## src/core/ssir_pkg.sv

```systemverilog
// Functional notes
// - SPI master: sample_phase set samples at end, clear samples mid data time.
// - Clock edge select set launches on active-to-idle, clear on idle-to-active.
// - Stop flag is cleared whenever serial_port_enable is cleared.
// - buffer_full sets when a received byte lands in receive_buffer.
// - Start detected sets start bit; interrupt only if start interrupt enabled.
// - Matching address with write direction is acknowledged, then interrupt flag set.
// - Reading receive_buffer returns the byte and clears buffer_full.
// - With stretch_enable, SCL held low after a byte until clock_release written.
// - Each data byte after the address is acknowledged, then interrupt flag set.
// - Stop condition sets stop bit and returns the bus to idle.
// - Byte completing while buffer_full still set raises receive_overflow.
package ssir_pkg;
   // -----------------------------
   // Register offsets
   // -----------------------------
   localparam logic [7:0] ADDR_STATUS     = 8'h00;
   localparam logic [7:0] ADDR_CONTROL    = 8'h04;
   localparam logic [7:0] ADDR_OWN        = 8'h08;
   localparam logic [7:0] ADDR_RXBUF      = 8'h0C;
   localparam logic [7:0] ADDR_IRQ_STATUS = 8'h10;
   localparam logic [7:0] ADDR_IRQ_MASK   = 8'h14;
   // -----------------------------
   // Field positions
   // -----------------------------
   localparam int ST_SAMPLE_PHASE = 7;
   localparam int ST_CLK_EDGE     = 6;
   localparam int ST_DATA_ADDR    = 5;
   localparam int ST_STOP         = 4;
   localparam int ST_START        = 3;
   localparam int ST_READ_WRITE   = 2;
   localparam int ST_UPDATE_ADDR  = 1;
   localparam int ST_BUFFER_FULL  = 0;
   localparam int CTL_ENABLE      = 0;
   localparam int CTL_STRETCH     = 1;
   localparam int CTL_RELEASE     = 2;
   localparam int CTL_START_IE    = 3;
   localparam int IRQ_BYTE        = 0;
   localparam int IRQ_STOP        = 1;
   localparam int IRQ_OVERFLOW    = 2;
   localparam int IRQ_W           = 3;
   // -----------------------------
   // Reset values and codes
   // -----------------------------
   localparam logic [6:0]       OWN_ADDR_RESET = 7'h2A;
   localparam logic [IRQ_W-1:0] IRQ_RESET      = 3'h0;
   localparam logic [3:0]       BITS_PER_BYTE  = 4'h8;
   localparam logic [1:0]       RESP_OKAY      = 2'h0;
   localparam logic [1:0]       RESP_SLVERR    = 2'h2;
   typedef enum {S_IDLE, S_ADDR, S_ACK, S_DATA, S_IGNORE} ssir_state_e;
endpackage : ssir_pkg

```

## src/core/ssir_bus_if.sv

```systemverilog
`timescale 1ns/100ps
`default_nettype none
interface ssir_bus_if;
   logic scl_rise;
   logic scl_fall;
   logic start_det;
   logic stop_det;
   logic sda_level;
   modport mon  (output scl_rise, scl_fall, start_det, stop_det, sda_level);
   modport core (input scl_rise, scl_fall, start_det, stop_det, sda_level);
endinterface : ssir_bus_if
`default_nettype wire

```

## src/core/ssir_top.sv

```systemverilog
`timescale 1ns/100ps
`default_nettype none
module ssir_top
   import ssir_pkg::*;
#(
   parameter int ADDR_W = 8
) (
   input  wire logic              aclk,
   input  wire logic              aresetn,
   input  wire logic [ADDR_W-1:0] s_axi_awaddr,
   input  wire logic              s_axi_awvalid,
   output logic                   s_axi_awready,
   input  wire logic [31:0]       s_axi_wdata,
   input  wire logic [3:0]        s_axi_wstrb,
   input  wire logic              s_axi_wvalid,
   output logic                   s_axi_wready,
   output logic [1:0]             s_axi_bresp,
   output logic                   s_axi_bvalid,
   input  wire logic              s_axi_bready,
   input  wire logic [ADDR_W-1:0] s_axi_araddr,
   input  wire logic              s_axi_arvalid,
   output logic                   s_axi_arready,
   output logic [31:0]            s_axi_rdata,
   output logic [1:0]             s_axi_rresp,
   output logic                   s_axi_rvalid,
   input  wire logic              s_axi_rready,
   input  wire logic              scl_in,
   output logic                   scl_out,
   output logic                   scl_oe,
   input  wire logic              sda_in,
   output logic                   sda_out,
   output logic                   sda_oe,
   output logic                   spi_sample_late,
   output logic                   spi_launch_trailing,
   output logic                   irq
);
   // -----------------------------
   // Declarations
   // -----------------------------
   ssir_bus_if          ev ();
   ssir_state_e         state;
   logic                serial_port_enable;
   logic                stretch_enable;
   logic                start_irq_en;
   logic [6:0]          own_addr;
   logic [7:0]          receive_buffer;
   logic [7:0]          shift;
   logic [3:0]          bit_cnt;
   logic                buffer_full;
   logic                stat_data;
   logic                stat_stop;
   logic                stat_start;
   logic                stat_rw;
   logic [IRQ_W-1:0]    irq_status;
   logic [IRQ_W-1:0]    irq_mask;
   logic [IRQ_W-1:0]    next_irq_status;
   logic [IRQ_W-1:0]    irq_set;
   logic                aw_full;
   logic                w_full;
   logic [ADDR_W-1:0]   aw_addr;
   logic [31:0]         w_data;
   logic [3:0]          w_strb;
   logic                next_aw_full;
   logic                next_w_full;
   logic                next_rvalid;
   logic                wr_fire;
   logic                rd_fire;
   logic                rd_rxbuf;
   logic                wr_lo;
   logic                byte_done;
   logic                addr_match;
   logic                load;
   logic                ack_end;
   logic                release_wr;

   function automatic logic hit(input logic [ADDR_W-1:0] a, input logic [7:0] off);
      hit = (a == ADDR_W'(off));
   endfunction : hit

   function automatic logic mapped(input logic [ADDR_W-1:0] a);
      mapped = hit(a, ADDR_STATUS) | hit(a, ADDR_CONTROL) | hit(a, ADDR_OWN) |
               hit(a, ADDR_RXBUF) | hit(a, ADDR_IRQ_STATUS) | hit(a, ADDR_IRQ_MASK);
   endfunction : mapped

   ssir_bus_monitor u_mon (
      .aclk    (aclk),
      .aresetn (aresetn),
      .scl_in  (scl_in),
      .sda_in  (sda_in),
      .ev      (ev.mon)
   );

   // -----------------------------
   // AXI4-Lite write channel
   // -----------------------------
   assign wr_fire      = aw_full & w_full & ~s_axi_bvalid;
   assign next_aw_full = (aw_full | (s_axi_awvalid & s_axi_awready)) & ~wr_fire;
   assign next_w_full  = (w_full | (s_axi_wvalid & s_axi_wready)) & ~wr_fire;
   assign wr_lo        = wr_fire & w_strb[0];
   assign release_wr   = wr_lo & hit(aw_addr, ADDR_CONTROL) & w_data[CTL_RELEASE];

   always_ff @(posedge aclk) begin
      if (!aresetn) begin
         aw_full       <= 1'b0;
         w_full        <= 1'b0;
         aw_addr       <= '0;
         w_data        <= 32'h0000_0000;
         w_strb        <= 4'h0;
         s_axi_awready <= 1'b0;
         s_axi_wready  <= 1'b0;
         s_axi_bvalid  <= 1'b0;
         s_axi_bresp   <= RESP_OKAY;
      end else begin
         aw_full       <= next_aw_full;
         w_full        <= next_w_full;
         s_axi_awready <= ~next_aw_full;
         s_axi_wready  <= ~next_w_full;
         if (s_axi_awvalid && s_axi_awready) begin
            aw_addr <= s_axi_awaddr;
         end
         if (s_axi_wvalid && s_axi_wready) begin
            w_data <= s_axi_wdata;
            w_strb <= s_axi_wstrb;
         end
         if (wr_fire) begin
            s_axi_bvalid <= 1'b1;
            s_axi_bresp  <= mapped(aw_addr) ? RESP_OKAY : RESP_SLVERR;
         end else if (s_axi_bready) begin
            s_axi_bvalid <= 1'b0;
         end
      end
   end

   // -----------------------------
   // AXI4-Lite read channel
   // -----------------------------
   assign rd_fire     = s_axi_arvalid & s_axi_arready;
   assign rd_rxbuf    = rd_fire & hit(s_axi_araddr, ADDR_RXBUF);
   assign next_rvalid = (s_axi_rvalid & ~s_axi_rready) | rd_fire;

   always_ff @(posedge aclk) begin
      if (!aresetn) begin
         s_axi_arready <= 1'b0;
         s_axi_rvalid  <= 1'b0;
         s_axi_rdata   <= 32'h0000_0000;
         s_axi_rresp   <= RESP_OKAY;
      end else begin
         s_axi_arready <= ~next_rvalid;
         s_axi_rvalid  <= next_rvalid;
         if (rd_fire) begin
            s_axi_rresp <= mapped(s_axi_araddr) ? RESP_OKAY : RESP_SLVERR;
            s_axi_rdata <= 32'h0000_0000;
            if (hit(s_axi_araddr, ADDR_STATUS)) begin
               s_axi_rdata[7:0] <= {spi_sample_late, spi_launch_trailing, stat_data, stat_stop,
                                    stat_start, stat_rw, 1'b0, buffer_full};
            end
            if (hit(s_axi_araddr, ADDR_CONTROL)) begin
               s_axi_rdata[3:0] <= {start_irq_en, ~scl_oe, stretch_enable, serial_port_enable};
            end
            if (hit(s_axi_araddr, ADDR_OWN)) begin
               s_axi_rdata[6:0] <= own_addr;
            end
            if (hit(s_axi_araddr, ADDR_RXBUF)) begin
               s_axi_rdata[7:0] <= receive_buffer;
            end
            if (hit(s_axi_araddr, ADDR_IRQ_STATUS)) begin
               s_axi_rdata[IRQ_W-1:0] <= irq_status;
            end
            if (hit(s_axi_araddr, ADDR_IRQ_MASK)) begin
               s_axi_rdata[IRQ_W-1:0] <= irq_mask;
            end
         end
      end
   end

   // -----------------------------
   // Configuration registers
   // -----------------------------
   always_ff @(posedge aclk) begin
      if (!aresetn) begin
         spi_sample_late     <= 1'b0;
         spi_launch_trailing <= 1'b0;
         serial_port_enable  <= 1'b0;
         stretch_enable      <= 1'b0;
         start_irq_en        <= 1'b0;
         own_addr            <= OWN_ADDR_RESET;
         irq_mask            <= IRQ_RESET;
      end else if (wr_lo) begin
         if (hit(aw_addr, ADDR_STATUS)) begin
            spi_sample_late     <= w_data[ST_SAMPLE_PHASE];
            spi_launch_trailing <= w_data[ST_CLK_EDGE];
         end
         if (hit(aw_addr, ADDR_CONTROL)) begin
            serial_port_enable <= w_data[CTL_ENABLE];
            stretch_enable     <= w_data[CTL_STRETCH];
            start_irq_en       <= w_data[CTL_START_IE];
         end
         if (hit(aw_addr, ADDR_OWN)) begin
            own_addr <= w_data[6:0];
         end
         if (hit(aw_addr, ADDR_IRQ_MASK)) begin
            irq_mask <= w_data[IRQ_W-1:0];
         end
      end
   end

   // -----------------------------
   // Slave receive engine
   // -----------------------------
   assign byte_done  = ev.scl_fall & (bit_cnt == BITS_PER_BYTE);
   assign addr_match = (shift[7:1] == own_addr) & ~shift[0];
   assign load       = byte_done & ((state == S_DATA) | ((state == S_ADDR) & addr_match));
   assign ack_end    = (state == S_ACK) & ev.scl_fall;

   always_ff @(posedge aclk) begin
      if (!aresetn || !serial_port_enable) begin
         state      <= S_IDLE;
         bit_cnt    <= 4'h0;
         shift      <= 8'h00;
         sda_oe     <= 1'b0;
         stat_stop  <= 1'b0;
         stat_start <= 1'b0;
      end else if (ev.stop_det) begin
         state      <= S_IDLE;
         sda_oe     <= 1'b0;
         stat_stop  <= 1'b1;
         stat_start <= 1'b0;
      end else if (ev.start_det) begin
         state      <= S_ADDR;
         bit_cnt    <= 4'h0;
         sda_oe     <= 1'b0;
         stat_start <= 1'b1;
         stat_stop  <= 1'b0;
      end else begin
         case (state)
            S_ADDR, S_DATA: begin
               if (ev.scl_rise && bit_cnt != BITS_PER_BYTE) begin
                  shift   <= {shift[6:0], ev.sda_level};
                  bit_cnt <= bit_cnt + 4'h1;
               end
               if (byte_done) begin
                  state  <= load ? S_ACK : S_IGNORE;
                  sda_oe <= load;
               end
            end
            S_ACK: begin
               if (ev.scl_fall) begin
                  state   <= S_DATA;
                  bit_cnt <= 4'h0;
                  sda_oe  <= 1'b0;
               end
            end
            S_IDLE, S_IGNORE: begin
               sda_oe <= 1'b0;
            end
            default: begin
               state <= S_IDLE;
            end
         endcase
      end
   end

   // -----------------------------
   // Received byte and status
   // -----------------------------
   always_ff @(posedge aclk) begin
      if (!aresetn) begin
         receive_buffer <= 8'h00;
         buffer_full    <= 1'b0;
         stat_data      <= 1'b0;
         stat_rw        <= 1'b0;
      end else if (load) begin
         receive_buffer <= shift;
         buffer_full    <= 1'b1;
         stat_data      <= (state == S_DATA);
         if (state == S_ADDR) begin
            stat_rw <= shift[0];
         end
      end else if (rd_rxbuf) begin
         buffer_full <= 1'b0;
      end
   end

   // -----------------------------
   // Clock stretching
   // -----------------------------
   always_ff @(posedge aclk) begin
      if (!aresetn || !serial_port_enable) begin
         scl_oe <= 1'b0;
      end else if (ack_end && stretch_enable) begin
         scl_oe <= 1'b1;
      end else if (release_wr) begin
         scl_oe <= 1'b0;
      end
   end

   // -----------------------------
   // Interrupts
   // -----------------------------
   always_comb begin
      irq_set                 = '0;
      irq_set[IRQ_BYTE]       = ack_end | (ev.start_det & serial_port_enable & start_irq_en);
      irq_set[IRQ_STOP]       = ev.stop_det & serial_port_enable;
      irq_set[IRQ_OVERFLOW]   = load & buffer_full & ~rd_rxbuf;
      next_irq_status         = irq_status;
      if (wr_lo && hit(aw_addr, ADDR_IRQ_STATUS)) begin
         next_irq_status = irq_status & ~w_data[IRQ_W-1:0];
      end
      next_irq_status = next_irq_status | irq_set;
   end

   always_ff @(posedge aclk) begin
      if (!aresetn) begin
         irq_status <= IRQ_RESET;
         irq        <= 1'b0;
         scl_out    <= 1'b0;
         sda_out    <= 1'b0;
      end else begin
         irq_status <= next_irq_status;
         irq        <= |(irq_status & irq_mask);
         scl_out    <= 1'b0;
         sda_out    <= 1'b0;
      end
   end
endmodule : ssir_top
`default_nettype wire

```

## src/core/ssir_bus_monitor.sv

```systemverilog
`timescale 1ns/100ps
`default_nettype none
module ssir_bus_monitor
   import ssir_pkg::*;
(
   input  wire logic aclk,
   input  wire logic aresetn,
   input  wire logic scl_in,
   input  wire logic sda_in,
   ssir_bus_if.mon   ev
);
   // -----------------------------
   // Pin synchronisers
   // -----------------------------
   logic [1:0] scl_sync;
   logic [1:0] sda_sync;
   logic       scl_q;
   logic       sda_q;

   always_ff @(posedge aclk) begin
      if (!aresetn) begin
         scl_sync <= 2'h3;
         sda_sync <= 2'h3;
      end else begin
         scl_sync <= {scl_sync[0], scl_in};
         sda_sync <= {sda_sync[0], sda_in};
      end
   end

   // -----------------------------
   // Edge and condition detect
   // -----------------------------
   always_ff @(posedge aclk) begin
      if (!aresetn) begin
         scl_q        <= 1'b1;
         sda_q        <= 1'b1;
         ev.scl_rise  <= 1'b0;
         ev.scl_fall  <= 1'b0;
         ev.start_det <= 1'b0;
         ev.stop_det  <= 1'b0;
         ev.sda_level <= 1'b1;
      end else begin
         scl_q        <= scl_sync[1];
         sda_q        <= sda_sync[1];
         ev.scl_rise  <= scl_sync[1] & ~scl_q;
         ev.scl_fall  <= ~scl_sync[1] & scl_q;
         ev.start_det <= scl_sync[1] & scl_q & sda_q & ~sda_sync[1];
         ev.stop_det  <= scl_sync[1] & scl_q & ~sda_q & sda_sync[1];
         ev.sda_level <= sda_sync[1];
      end
   end
endmodule : ssir_bus_monitor
`default_nettype wire

```

## config.mk

```make
export PLATFORM = sky130hd
export DESIGN_NAME = ssir_top
export DESIGN_NICKNAME = d
export VERILOG_FILES = /design/src/core/ssir_pkg.sv /design/src/core/ssir_bus_if.sv /design/src/core/ssir_top.sv /design/src/core/ssir_bus_monitor.sv
export SDC_FILE = /design/constraint.sdc
export NUM_CORES = 1
export LEC_CHECK = 0
export ABC_AREA = 1
export BUFFER_PORTS_ARGS = -buffer_cell sky130_fd_sc_hd__buf_2
export CORE_UTILIZATION = 40
export DETAILED_ROUTE_END_ITERATION = 10
export GPL_ROUTABILITY_DRIVEN = 1
export PLACE_DENSITY = 0.66
export SLEW_MARGIN = 0
export SYNTH_ARGS = -nofsm -noshare
export SYNTH_HDL_FRONTEND = slang
export SYNTH_SLANG_ARGS = --single-unit
```

## constraint.sdc

```tcl
create_clock -name aclk -period 1.3 [get_ports aclk]
set_input_delay 0.065 -clock aclk [delete_from_list [all_inputs] [get_ports aclk]]
set_output_delay 0.065 -clock aclk [all_outputs]
set_load 0.02 [all_outputs]
```

==> run_results.csv, run 1 <==
group,metric,value,unit
sta,holdWs,8.73,ps
sta,min_period,1390,ps
clock_network,cts.path.max_buffers,2,
yosys,syn_inst,566,
place,portBuffers,53,
detailed_routing,via_count,4229,
worst_setup_path,rrSetupSlack,-90,ps
sta,drv_slew,0,
sta,setup_violations,35,
yosys,synth_seq_cells,93,
global_route,grt_pass1_vias,3962,
worst_setup_path,cp_cell_sequence,"inv_2 > ha_4 > nand3_4 > inv_1 > nand4_1 > buf_4 > buf_4 > nand3_2 > a21oi_2",
detailed_routing,viasPerCell,5.00,
worst_setup_path,ff2ff_path_depth,9,
layout,areaGrowthSynthToFinish,39.5,%
yosys,ys_top_cells_by_area,"dfxtp_1, nand2_1, a21oi_1",
place,hpwl,7660,um
die,die_x,104,um
min_path,hold_end,"s_axi_rvalid",
global_route,grt_max_degree,45,
die,io_pins,109,
yosys,synth-main-ff-cell,"dfxtp_1",
detailed_routing,routed-wl-met2,6120,um
yosys,synth_top_area_cell,"dfxtp_1",
detailed_routing,avgRoutedWirePerCell,13.7,um
sta,layout_setup_ws,-90.8,ps
worst_setup_path,arrival,1690,ps
yosys,ys_async_sr_fraction,0,
global_route,grt_pass1_wl,17900,um
global_route,gr-total-overflow,0,
worst_setup_path,cpMaxStageDelayCell,"dfxtp_2",
worst_setup_path,cp-start-kind,"flip-flop",
worst_setup_path,slowest_delay,340,ps
yosys,synth_edf_count,0,
die,rows,36,
yosys,yosysMostFrequentCell,"nand2_1",
detailed_routing,highest_layer,"met4",
sta,fin_crit_sh,1.07,
worst_setup_path,crit_top_cell,"buf_4",
worst_setup_path,regToRegStartpoint,"bit_cnt[0]",
pwr,p_total,5.42,mW
run_status,violations,"negative setup slack",
pwr,p_leak,2.54,nW
detailed_routing,wl_met1,4500,um
global_route,antenna_found_initial,0,
detailed_routing,drc_errors,0,
die,initial_core_util,0.418,
worst_setup_path,end_kind,"flip-flop",
clock_network,cts.sinks,93,
yosys,synth_cell_types,33,
clock_network,cts_root_buffer,"clkbuf_8",
clock_network,cts_made_buffers,9,
detailed_routing,totalWireLength,11600,um
detailed_routing,dr.first_iter.drc_count,209,
run_status,status,"finished with violations",
sta,clock_skew,11.9,ps
worst_setup_path,cp_max_fo,6,
sta,fmax,0.719,GHz
place,dp_cells,789,
yosys,synth_top_area_frac,0.450,
detailed_routing,firstDrtPassIters,5,
detailed_routing,ant_nets,0,
worst_setup_path,r2r_end,"receive_buffer[3]",
pwr,ir_drop,0.722,mV
place,pre_cts_slack,-195,ps
yosys,ys_seq_area_frac,0.450,
clock_network,insertion_delay,370,ps
clock_network,cts_tree,"done",
layout,drive_gt1_frac,0.359,
sta,grt_setup_unrepaired,"true",
min_path,min_path_type,"primary input to flip-flop",
layout,finalNetCount,771,
worst_setup_path,path_delay_family,"buffers and inverters",
detailed_routing,dr_wl_met3,625,um
job,maxCapViolations,0,
min_path,holdPathStages,4,
die,core_area,0.00991,mm^2
layout,diodes,0,
global_route,gr-usage-all-layers,0.208,
yosys,synth_commonest_cells,"nand2_1, dfxtp_1, inv_1",
sta,fin_tns_setup,-1700,ps
worst_setup_path,critPathRequiredTime,1600,ps
yosys,synthesis.area,0.00414,mm^2
yosys,syn_avg_cell_area,7.32,um^2
worst_setup_path,path_buf_inv,4,
die,dieArea,0.0108,mm^2
layout,final_cells,846,
clock_network,cts.clk_slew.worst_paths,90,ps
pwr,power.density,937,mW/mm^2
place,gp_congestion,0.880,
sta,finalHoldViolations,0,
worst_setup_path,critPathKind,"flip-flop to flip-flop",
yosys,yosysWarningCount,0,
clock_network,htree_levels,3,
die,die_h,104,um
min_path,hold_start,"s_axi_rready",
registers in the layout, indices dropped and copies added (netlist names), 2 cells and up:
register	flops
s_axi_rdata	8
shift	8
aw_addr	8
irq_status	3
receive_buffer	8
bit_cnt	4
state	3
u_mon.sda_sync	2
irq_mask	3
u_mon.scl_sync	2
w_data	8
own_addr	7
cells by family (layout without fill, tap and decap cells):
family                     count (synthesis)  count (layout)  synth area share
other                                      1              28          0.000905
adders and majority gates                  2               2           0.00604
buffers and inverters                    117             236             0.135
DFF                                       93              93             0.450
xor gates and xnor gates                   3               3           0.00635
AOI/OAI and AO/OA                        136             136             0.175
and+or+nand+nor                          214             215             0.227
per-layer routing:
layer / track usage / vias up
li1: - / 2075
met1: 0.221 / 1970
met2: 0.389 / 152
met3: 0.0422 / 32
met4: 0.102 / 0
met5: 0 / -
stage by stage:
step,util,instance area (um^2)
after global placement,0.486,4810
after CTS,0.549,5440
after global routing,0.583,5780
after floorplan,-,4270
after detailed placement,0.486,4810
final,0.583,5780
placed cells by master, fill, tap and decap left out, types with 2 or more instances in the layout:
cell type,count
buf_2,53
or2_2,4
dfxtp_2,8
nor2_2,4
buf_4,62
clkbuf_8,9
nand3_2,11
nor3_4,3
nor2_4,9
nor3_1,4
buf_6,11
a21oi_1,46
o21ai_2,15
o21a_1,2
o21ai_0,29
inv_4,2
dlygate4sd3_1,20
a31oi_1,6
dfxtp_1,83
inv_2,9
xnor2_1,2
conb_1,28
nor2_1,51
clkinv_2,3
nand4_1,5
inv_1,61
nand2_2,18
o2111ai_1,2
dfxtp_4,2
o211ai_1,5
a21oi_2,15
nand3_1,21
o21ai_1,12
nand2_4,3
nand2_1,75
nand3_4,5
clkinvlp_4,4
timing repair:
action | in CTS | in global routing
pin swaps | 22 | 28
buffers inserted | 8 | 11
cloned | 1 | 2
resized for setup | 66 | 91
hold buffers | 20 | 0
endpoints found under the hold margin | 20 | 0
endpoints found under the setup margin | 37 | 51
power by group:
part | switching [mW] | internal, mW | leakage, nW
Sequential | 0.0602 | 2.92 | 0.761
Combinational | 0.417 | 0.286 | 1.70
Clock | 1.04 | 0.692 | 0.0824
Total | 1.52 | 3.90 | 2.54
worst register-to-register path, delay by kind of cell (launching register included):
kind,cells,cell delay (ps)
AND/OR/NAND/NOR,3,230
adder cells (fa/ha/maj),1,160
flip-flops,1,340
AO/OA/AOI/OAI,1,150
buffers and inverters,4,460
worst max path at each step:
stage                from                  end  slack (ps)  depth (start not counted)
4_1_cts        bit_cnt[1]    receive_buffer[4]         -70                          9
3_5_place_dp   aw_addr[6]  spi_launch_trailing        -200                         10
3_3_place_gp   aw_addr[6]  spi_launch_trailing        -120                         10
5_1_grt        aw_addr[6]          own_addr[3]        -180                          9
2_1_floorplan  bit_cnt[0]          buffer_full           3                          9
6_report       bit_cnt[0]    receive_buffer[3]         -90                          9
final cells by class:
class | instances | area, um^2
sequential | 93 | 1880
inverter | 73 | 283
tap | 133 | 166
clock inverter | 6 | 38.8
multi-input combinational | 384 | 2220
timing repair buffer | 146 | 1050
timing repair inverter | 1 | 7.51
fill | 898 | 4130
clock buffer | 10 | 128
(Power assumes the default switching activity.)
==> run 2: changes to the inputs <==
--- a/config.mk
+++ b/config.mk
@@ -7,10 +7,10 @@
 export LEC_CHECK = 0
 export ABC_AREA = 1
 export BUFFER_PORTS_ARGS = -buffer_cell sky130_fd_sc_hd__buf_2
-export CORE_UTILIZATION = 40
+export CORE_UTILIZATION = 47
 export DETAILED_ROUTE_END_ITERATION = 10
 export GPL_ROUTABILITY_DRIVEN = 1
-export PLACE_DENSITY = 0.66
+export PLACE_DENSITY = 0.78
 export SLEW_MARGIN = 0
 export SYNTH_ARGS = -nofsm -noshare
 export SYNTH_HDL_FRONTEND = slang
==> run 2 against run 1 <==
Global-route usage is 5.3 points higher. Critical path type unchanged. Clock skew increased by 8.1 ps. Cell count shrank 4.3%. Combinational power decreased by 2%. The run still ends with negative setup slack left. Utilization increased by 11 points. Sequential cell count stayed put.
==> run_results.csv, run 2 (synthesized netlist as in run 1, its figures left out) <==
group,metric,value,unit
run_status,status,"finished with violations",
run_status,violations,"negative setup slack",
detailed_routing,dr.first_iter.drc_count,373,
worst_setup_path,arrival,1710,ps
detailed_routing,firstDrtPassIters,5,
layout,fin_util,0.692,
place,portBuffers,53,
layout,drive_gt1_frac,0.377,
global_route,gr-usage-all-layers,0.261,
global_route,grt_max_degree,38,
sta,min_period,1410,ps
pwr,power.density,958,mW/mm^2
job,maxCapViolations,0,
sta,grt_setup_unrepaired,"true",
clock_network,insertion_delay,390,ps
global_route,gr-total-overflow,0,
die,die_h,95.9,um
detailed_routing,ant_nets,0,
pwr,ir_drop,0.795,mV
global_route,antenna_found_initial,0,
clock_network,cts_root_buffer,"clkbuf_8",
detailed_routing,via_count,4313,
layout,final_common_cell,"dfxtp_1",
sta,fmax,0.707,GHz
die,io_pins,109,
die,initial_core_util,0.494,
worst_setup_path,cp-start-kind,"flip-flop",
place,gp_congestion,0.891,
layout,num-fill-cells,589,
min_path,min_path_type,"primary input to flip-flop",
sta,finalHoldViolations,0,
worst_setup_path,cpMaxStageDelayCell,"dfxtp_4",
layout,fin_area,0.00580,mm^2
clock_network,cts_made_buffers,9,
clock_network,cts_tree,"done",
layout,finalNetCount,763,
worst_setup_path,cp_cell_sequence,"inv_6 > nand2_4 > nor2_4 > nand2_4 > nor2_4 > buf_6 > o21ai_2 > a21oi_1",
clock_network,cts.path.max_buffers,2,
worst_setup_path,critPathRequiredTime,1600,ps
detailed_routing,totalWireLength,12100,um
sta,clock_skew,20.0,ps
detailed_routing,avgRoutedWirePerCell,14.9,um
layout,layout_common_cells,"dfxtp_1, nand2_1, inv_1, buf_2, nor2_1",
die,rows,33,
clock_network,htree_levels,3,
global_route,grt_pass1_wl,18300,um
worst_setup_path,end_kind,"flip-flop",
die,dieArea,0.00919,mm^2
sta,drv_slew,0,
die,core_area,0.00838,mm^2
die,die_x,95.9,um
worst_setup_path,critPathKind,"flip-flop to flip-flop",
layout,areaGrowthSynthToFinish,40.2,%
detailed_routing,drc_errors,0,
detailed_routing,viasPerCell,5.32,
worst_setup_path,slowest_delay,380,ps
sta,fin_crit_sh,1.09,
place,pre_cts_slack,-199,ps
worst_setup_path,cp_max_fo,6,
pwr,p_leak,2.54,nW
place,placed_cell_area,0.00470,mm^2
sta,setup_violations,34,
sta,layout_setup_ws,-114,ps
sta,holdWs,18.0,ps
layout,diodes,0,
place,hpwl,7330,um
clock_network,cts.clk_slew.worst_paths,100,ps
clock_network,cts.sinks,93,
global_route,grt_pass1_vias,4045,
-- run 2: cell count changes in the layout (fill, tap and decap cells not counted), sizes merged --
cell / change
dlygate4sd3: +1
inv: +3
clkinvlp: -1
clkinv: -1
buf: -10
-- run 2: timing repair --
item	4_1_cts	5_1_grt
gates cloned	3	2
resized for setup	71	119
setup endpoints to repair	39	48
hold endpoints to repair	22	0
hold buffers	21	0
pin swaps	28	47
setup buffers	7	11
-- run 2: through the flow --
| step | std cells | setup TNS [ps] | power [mW] |
|---|---|---|---|
| 5_1_grt | 810 | -5470 | 5.74 |
| 3_5_place_dp | 751 | -2760 | 3.55 |
| 2_1_floorplan | 593 | 0 | 3.42 |
| 3_3_place_gp | 751 | -431 | 3.53 |
| 6_report | 810 | -1960 | 5.56 |
| 4_1_cts | 798 | -983 | 5.46 |
-- run 2: worst max-delay path, delay by kind of cell, from the launching register on --
kind	cells	cell delay, ps
compound gates	2	180
buf+inv	2	260
flops	1	380
simple gates	4	510
-- run 2: worst paths after layout --
kind                                         from                 to  slack [ps]  depth (start not counted)
worst max-delay path                     state[2]           shift[1]        -110                          8
worst min-delay path                 s_axi_rready      s_axi_arready          20                          5
worst max register to register           state[2]           shift[1]        -110                          8
worst min register to register  u_mon.scl_sync[0]  u_mon.scl_sync[1]         420                          1
-- run 2: final cells by class --
cell class,instances,area (um^2),share of cell area
tap,105,131,0.0226
timing repair inverter,1,5.00,0.000862
timing repair buffer,138,1010,0.174
clock buffer,9,124,0.0213
multi-input combinational,384,2290,0.395
inverter,73,289,0.0498
clock inverter,7,62.6,0.0108
sequential,93,1890,0.325
-- run 2: layer usage --
metal,GRT usage,share of wire,vias up
met5,0,0,-
met4,0.134,0.047,0
met3,0.0395,0.058,62
met2,0.464,0.51,206
met1,0.303,0.39,1989
li1,-,-,2056
-- run 2: where the power goes --
part | leakage [nW] | internal, mW | switching [mW]
combinational | 1.68 | 0.269 | 0.421
clock | 0.0984 | 0.743 | 1.14
sequential | 0.764 | 2.92 | 0.0600
==> run 3: changes to the inputs <==
--- a/config.mk
+++ b/config.mk
@@ -6,11 +6,11 @@
 export NUM_CORES = 1
 export LEC_CHECK = 0
 export ABC_AREA = 1
-export BUFFER_PORTS_ARGS = -buffer_cell sky130_fd_sc_hd__buf_2
-export CORE_UTILIZATION = 47
+export CORE_UTILIZATION = 55
 export DETAILED_ROUTE_END_ITERATION = 10
+export DONT_BUFFER_PORTS = 1
 export GPL_ROUTABILITY_DRIVEN = 1
-export PLACE_DENSITY = 0.78
+export PLACE_DENSITY = 0.76
 export SLEW_MARGIN = 0
 export SYNTH_ARGS = -nofsm -noshare
 export SYNTH_HDL_FRONTEND = slang
==> run 3 against run 2 <==
The run still ends with negative setup slack left. Setup slack got worse by 55 ps. Total power increased by 3.7%. Count of clock-buffer cells in the layout increased by 1. Worst hold slack gained 19 ps. Sequential share of layout area is 1.1 points higher. Global-route usage increased by 4.3 points. Utilization is 8.1 points higher. Via count decreased by 1.0%. Non-clock buffer count fell by 38. Die area decreased by 14%. Critical path type unchanged. Routed wire length increased by 5.9%. Sequential power about the same.
==> run_results.csv, run 3 (synthesized netlist as in run 1, its figures left out) <==
group,metric,value,unit
worst_setup_path,r2r_end,"bit_cnt[2]",
die,die_x,88.8,um
place,hpwl,7630,um
die,rows,31,
detailed_routing,viasPerCell,5.58,
sta,fin_tns_setup,-2130,ps
detailed_routing,dr.first_iter.drc_count,339,
worst_setup_path,cp-start-kind,"flip-flop",
pwr,power.switching,1.51,mW
layout,finalNetCount,724,
global_route,grt_max_degree,47,
pwr,p_leak,2.39,nW
clock_network,cts_made_buffers,9,
run_status,status,"finished with violations",
detailed_routing,via_count,4268,
pwr,ir_drop,0.732,mV
die,dieArea,0.00788,mm^2
sta,setup_violations,41,
detailed_routing,ant_nets,0,
sta,finalHoldViolations,0,
min_path,holdPathStages,4,
sta,layout_setup_ws,-168,ps
global_route,gr-usage-all-layers,0.304,
pwr,share_comb_of_total_power,0.112,
sta,min_period,1470,ps
sta,clock_skew,8.93,ps
worst_setup_path,end_kind,"flip-flop",
clock_network,cts.clk_slew.worst_paths,90,ps
layout,areaGrowthSynthToFinish,35.5,%
detailed_routing,avgRoutedWirePerCell,16.7,um
worst_setup_path,arrival,1720,ps
job,maxCapViolations,0,
pwr,internal-power,4.25,mW
detailed_routing,drc_errors,0,
global_route,gr-total-overflow,0,
place,gp_congestion,0.906,
layout,final_common_cell,"dfxtp_1",
detailed_routing,totalWireLength,12800,um
clock_network,insertion_delay,360,ps
worst_setup_path,critPathRequiredTime,1550,ps
sta,fmax,0.681,GHz
sta,fin_crit_sh,1.13,
min_path,hold_end,"aw_addr[1]",
die,die_h,88.8,um
clock_network,cts.path.max_buffers,2,
worst_setup_path,ff2ff_path_depth,9,
place,pre_cts_slack,-173,ps
layout,drive_gt1_frac,0.318,
worst_setup_path,cp_max_fo,5,
pwr,swShare,0.262,
sta,grt_setup_unrepaired,"true",
detailed_routing,firstDrtPassIters,6,
min_path,hold_start,"s_axi_awvalid",
pwr,power.density,1030,mW/mm^2
layout,diodes,0,
worst_setup_path,critPathKind,"flip-flop to flip-flop",
clock_network,cts_tree,"done",
min_path,min_path_type,"primary input to flip-flop",
layout,layout_common_cells,"dfxtp_1, nand2_1, buf_4, inv_1",
clock_network,cts_root_buffer,"clkbuf_8",
clock_network,htree_levels,3,
pwr,pwr-share-clk,0.367,
global_route,grt_pass1_vias,3864,
die,initial_core_util,0.571,
worst_setup_path,rrSetupSlack,-170,ps
global_route,antenna_found_initial,0,
global_route,grt_pass1_wl,17900,um
die,io_pins,109,
clock_network,cts.sinks,93,
sta,holdWs,36.6,ps
run_status,violations,"negative setup slack",
sta,drv_slew,0,
worst_setup_path,regToRegStartpoint,"bit_cnt[1]",
pwr,seqPwrFrac,0.520,
place,portBuffers,0,
die,core_area,0.00725,mm^2
[run 3: cell count changes in the layout (fill, tap and decap cells not counted), sizes merged]
| cell | previous run | this run |
|---|---|---|
| inv | 76 | 72 |
| dlymetal6s4s | 0 | 1 |
| clkbuf | 10 | 11 |
| buf | 116 | 75 |
| bufinv | 0 | 2 |
| clkinv | 2 | 1 |
| dlygate4sd3 | 21 | 23 |
| clkinvlp | 3 | 4 |
[run 3: layer usage]
layer / global-route usage / up-vias / wire length [um]
li1: - / 1986 / -
met5: 0 / - / 0
met1: 0.378 / 1980 / 4930
met4: 0.128 / 0 / 529
met2: 0.513 / 248 / 6430
met3: 0.0625 / 54 / 901
[run 3: power by group through the flow]
| stage | Clock [mW] | Combinational, mW | Sequential (mW) |
|---|---|---|---|
| 2_1_floorplan | 0 | 0.370 | 3.05 |
| 6_report | 2.12 | 0.649 | 3.00 |
| 4_1_cts | 2.11 | 0.532 | 2.99 |
| 3_3_place_gp | 0 | 0.420 | 3.05 |
| 5_1_grt | 2.26 | 0.700 | 3.01 |
| 3_5_place_dp | 0 | 0.430 | 3.05 |
[run 3: worst max path at each step]
stage | from | end | slack, ps | cells past startpoint
detailed placement | state[2] | state[1] | -170 | 8
finish | bit_cnt[1] | bit_cnt[2] | -170 | 9
global placement | bit_cnt[0] | state[1] | -60 | 8
global route | bit_cnt[1] | bit_cnt[2] | -230 | 9
CTS | bit_cnt[1] | receive_buffer[4] | -50 | 9
floorplan | bit_cnt[0] | buffer_full | 3 | 9
[run 3: what timing repair did]
item	in CTS	in global routing
cloned	1	2
endpoints found under the hold margin	55	0
pin swaps	17	44
endpoints found under the setup margin	40	51
gates resized for setup	59	103
hold buffers	25	0
buffers inserted	4	6
[run 3: area by class of cell]
cell class                 instances  area, um^2
multi-input combinational        384        2200
clock inverter                     6        87.6
fill                             431        1640
sequential                        93        1890
timing repair buffer             100         903
clock buffer                      10         128
inverter                          73         283
tap                               99         124
[run 3: critical path, cell delays in order, from the launching register on]
cell and delay [ps]:
dfxtp_2 350, inv_2 70, ha_4 140, nand2_1 60, nand2_2 110, nand2_2 100, o21ai_4 210, nor2_2 60
o21ai_1 200, nor2_1 60
[run 3: per-stage QoR]
stage          total power [mW]  utilization  area (um^2)  std cells
2_1_floorplan              3.42            -         4270        593
3_3_place_gp               3.47        0.632         4580        711
3_5_place_dp               3.48        0.632         4580        711
4_1_cts                    5.63        0.726         5260        757
5_1_grt                    5.97        0.774         5610        765
6_report                   5.77        0.774         5610        765
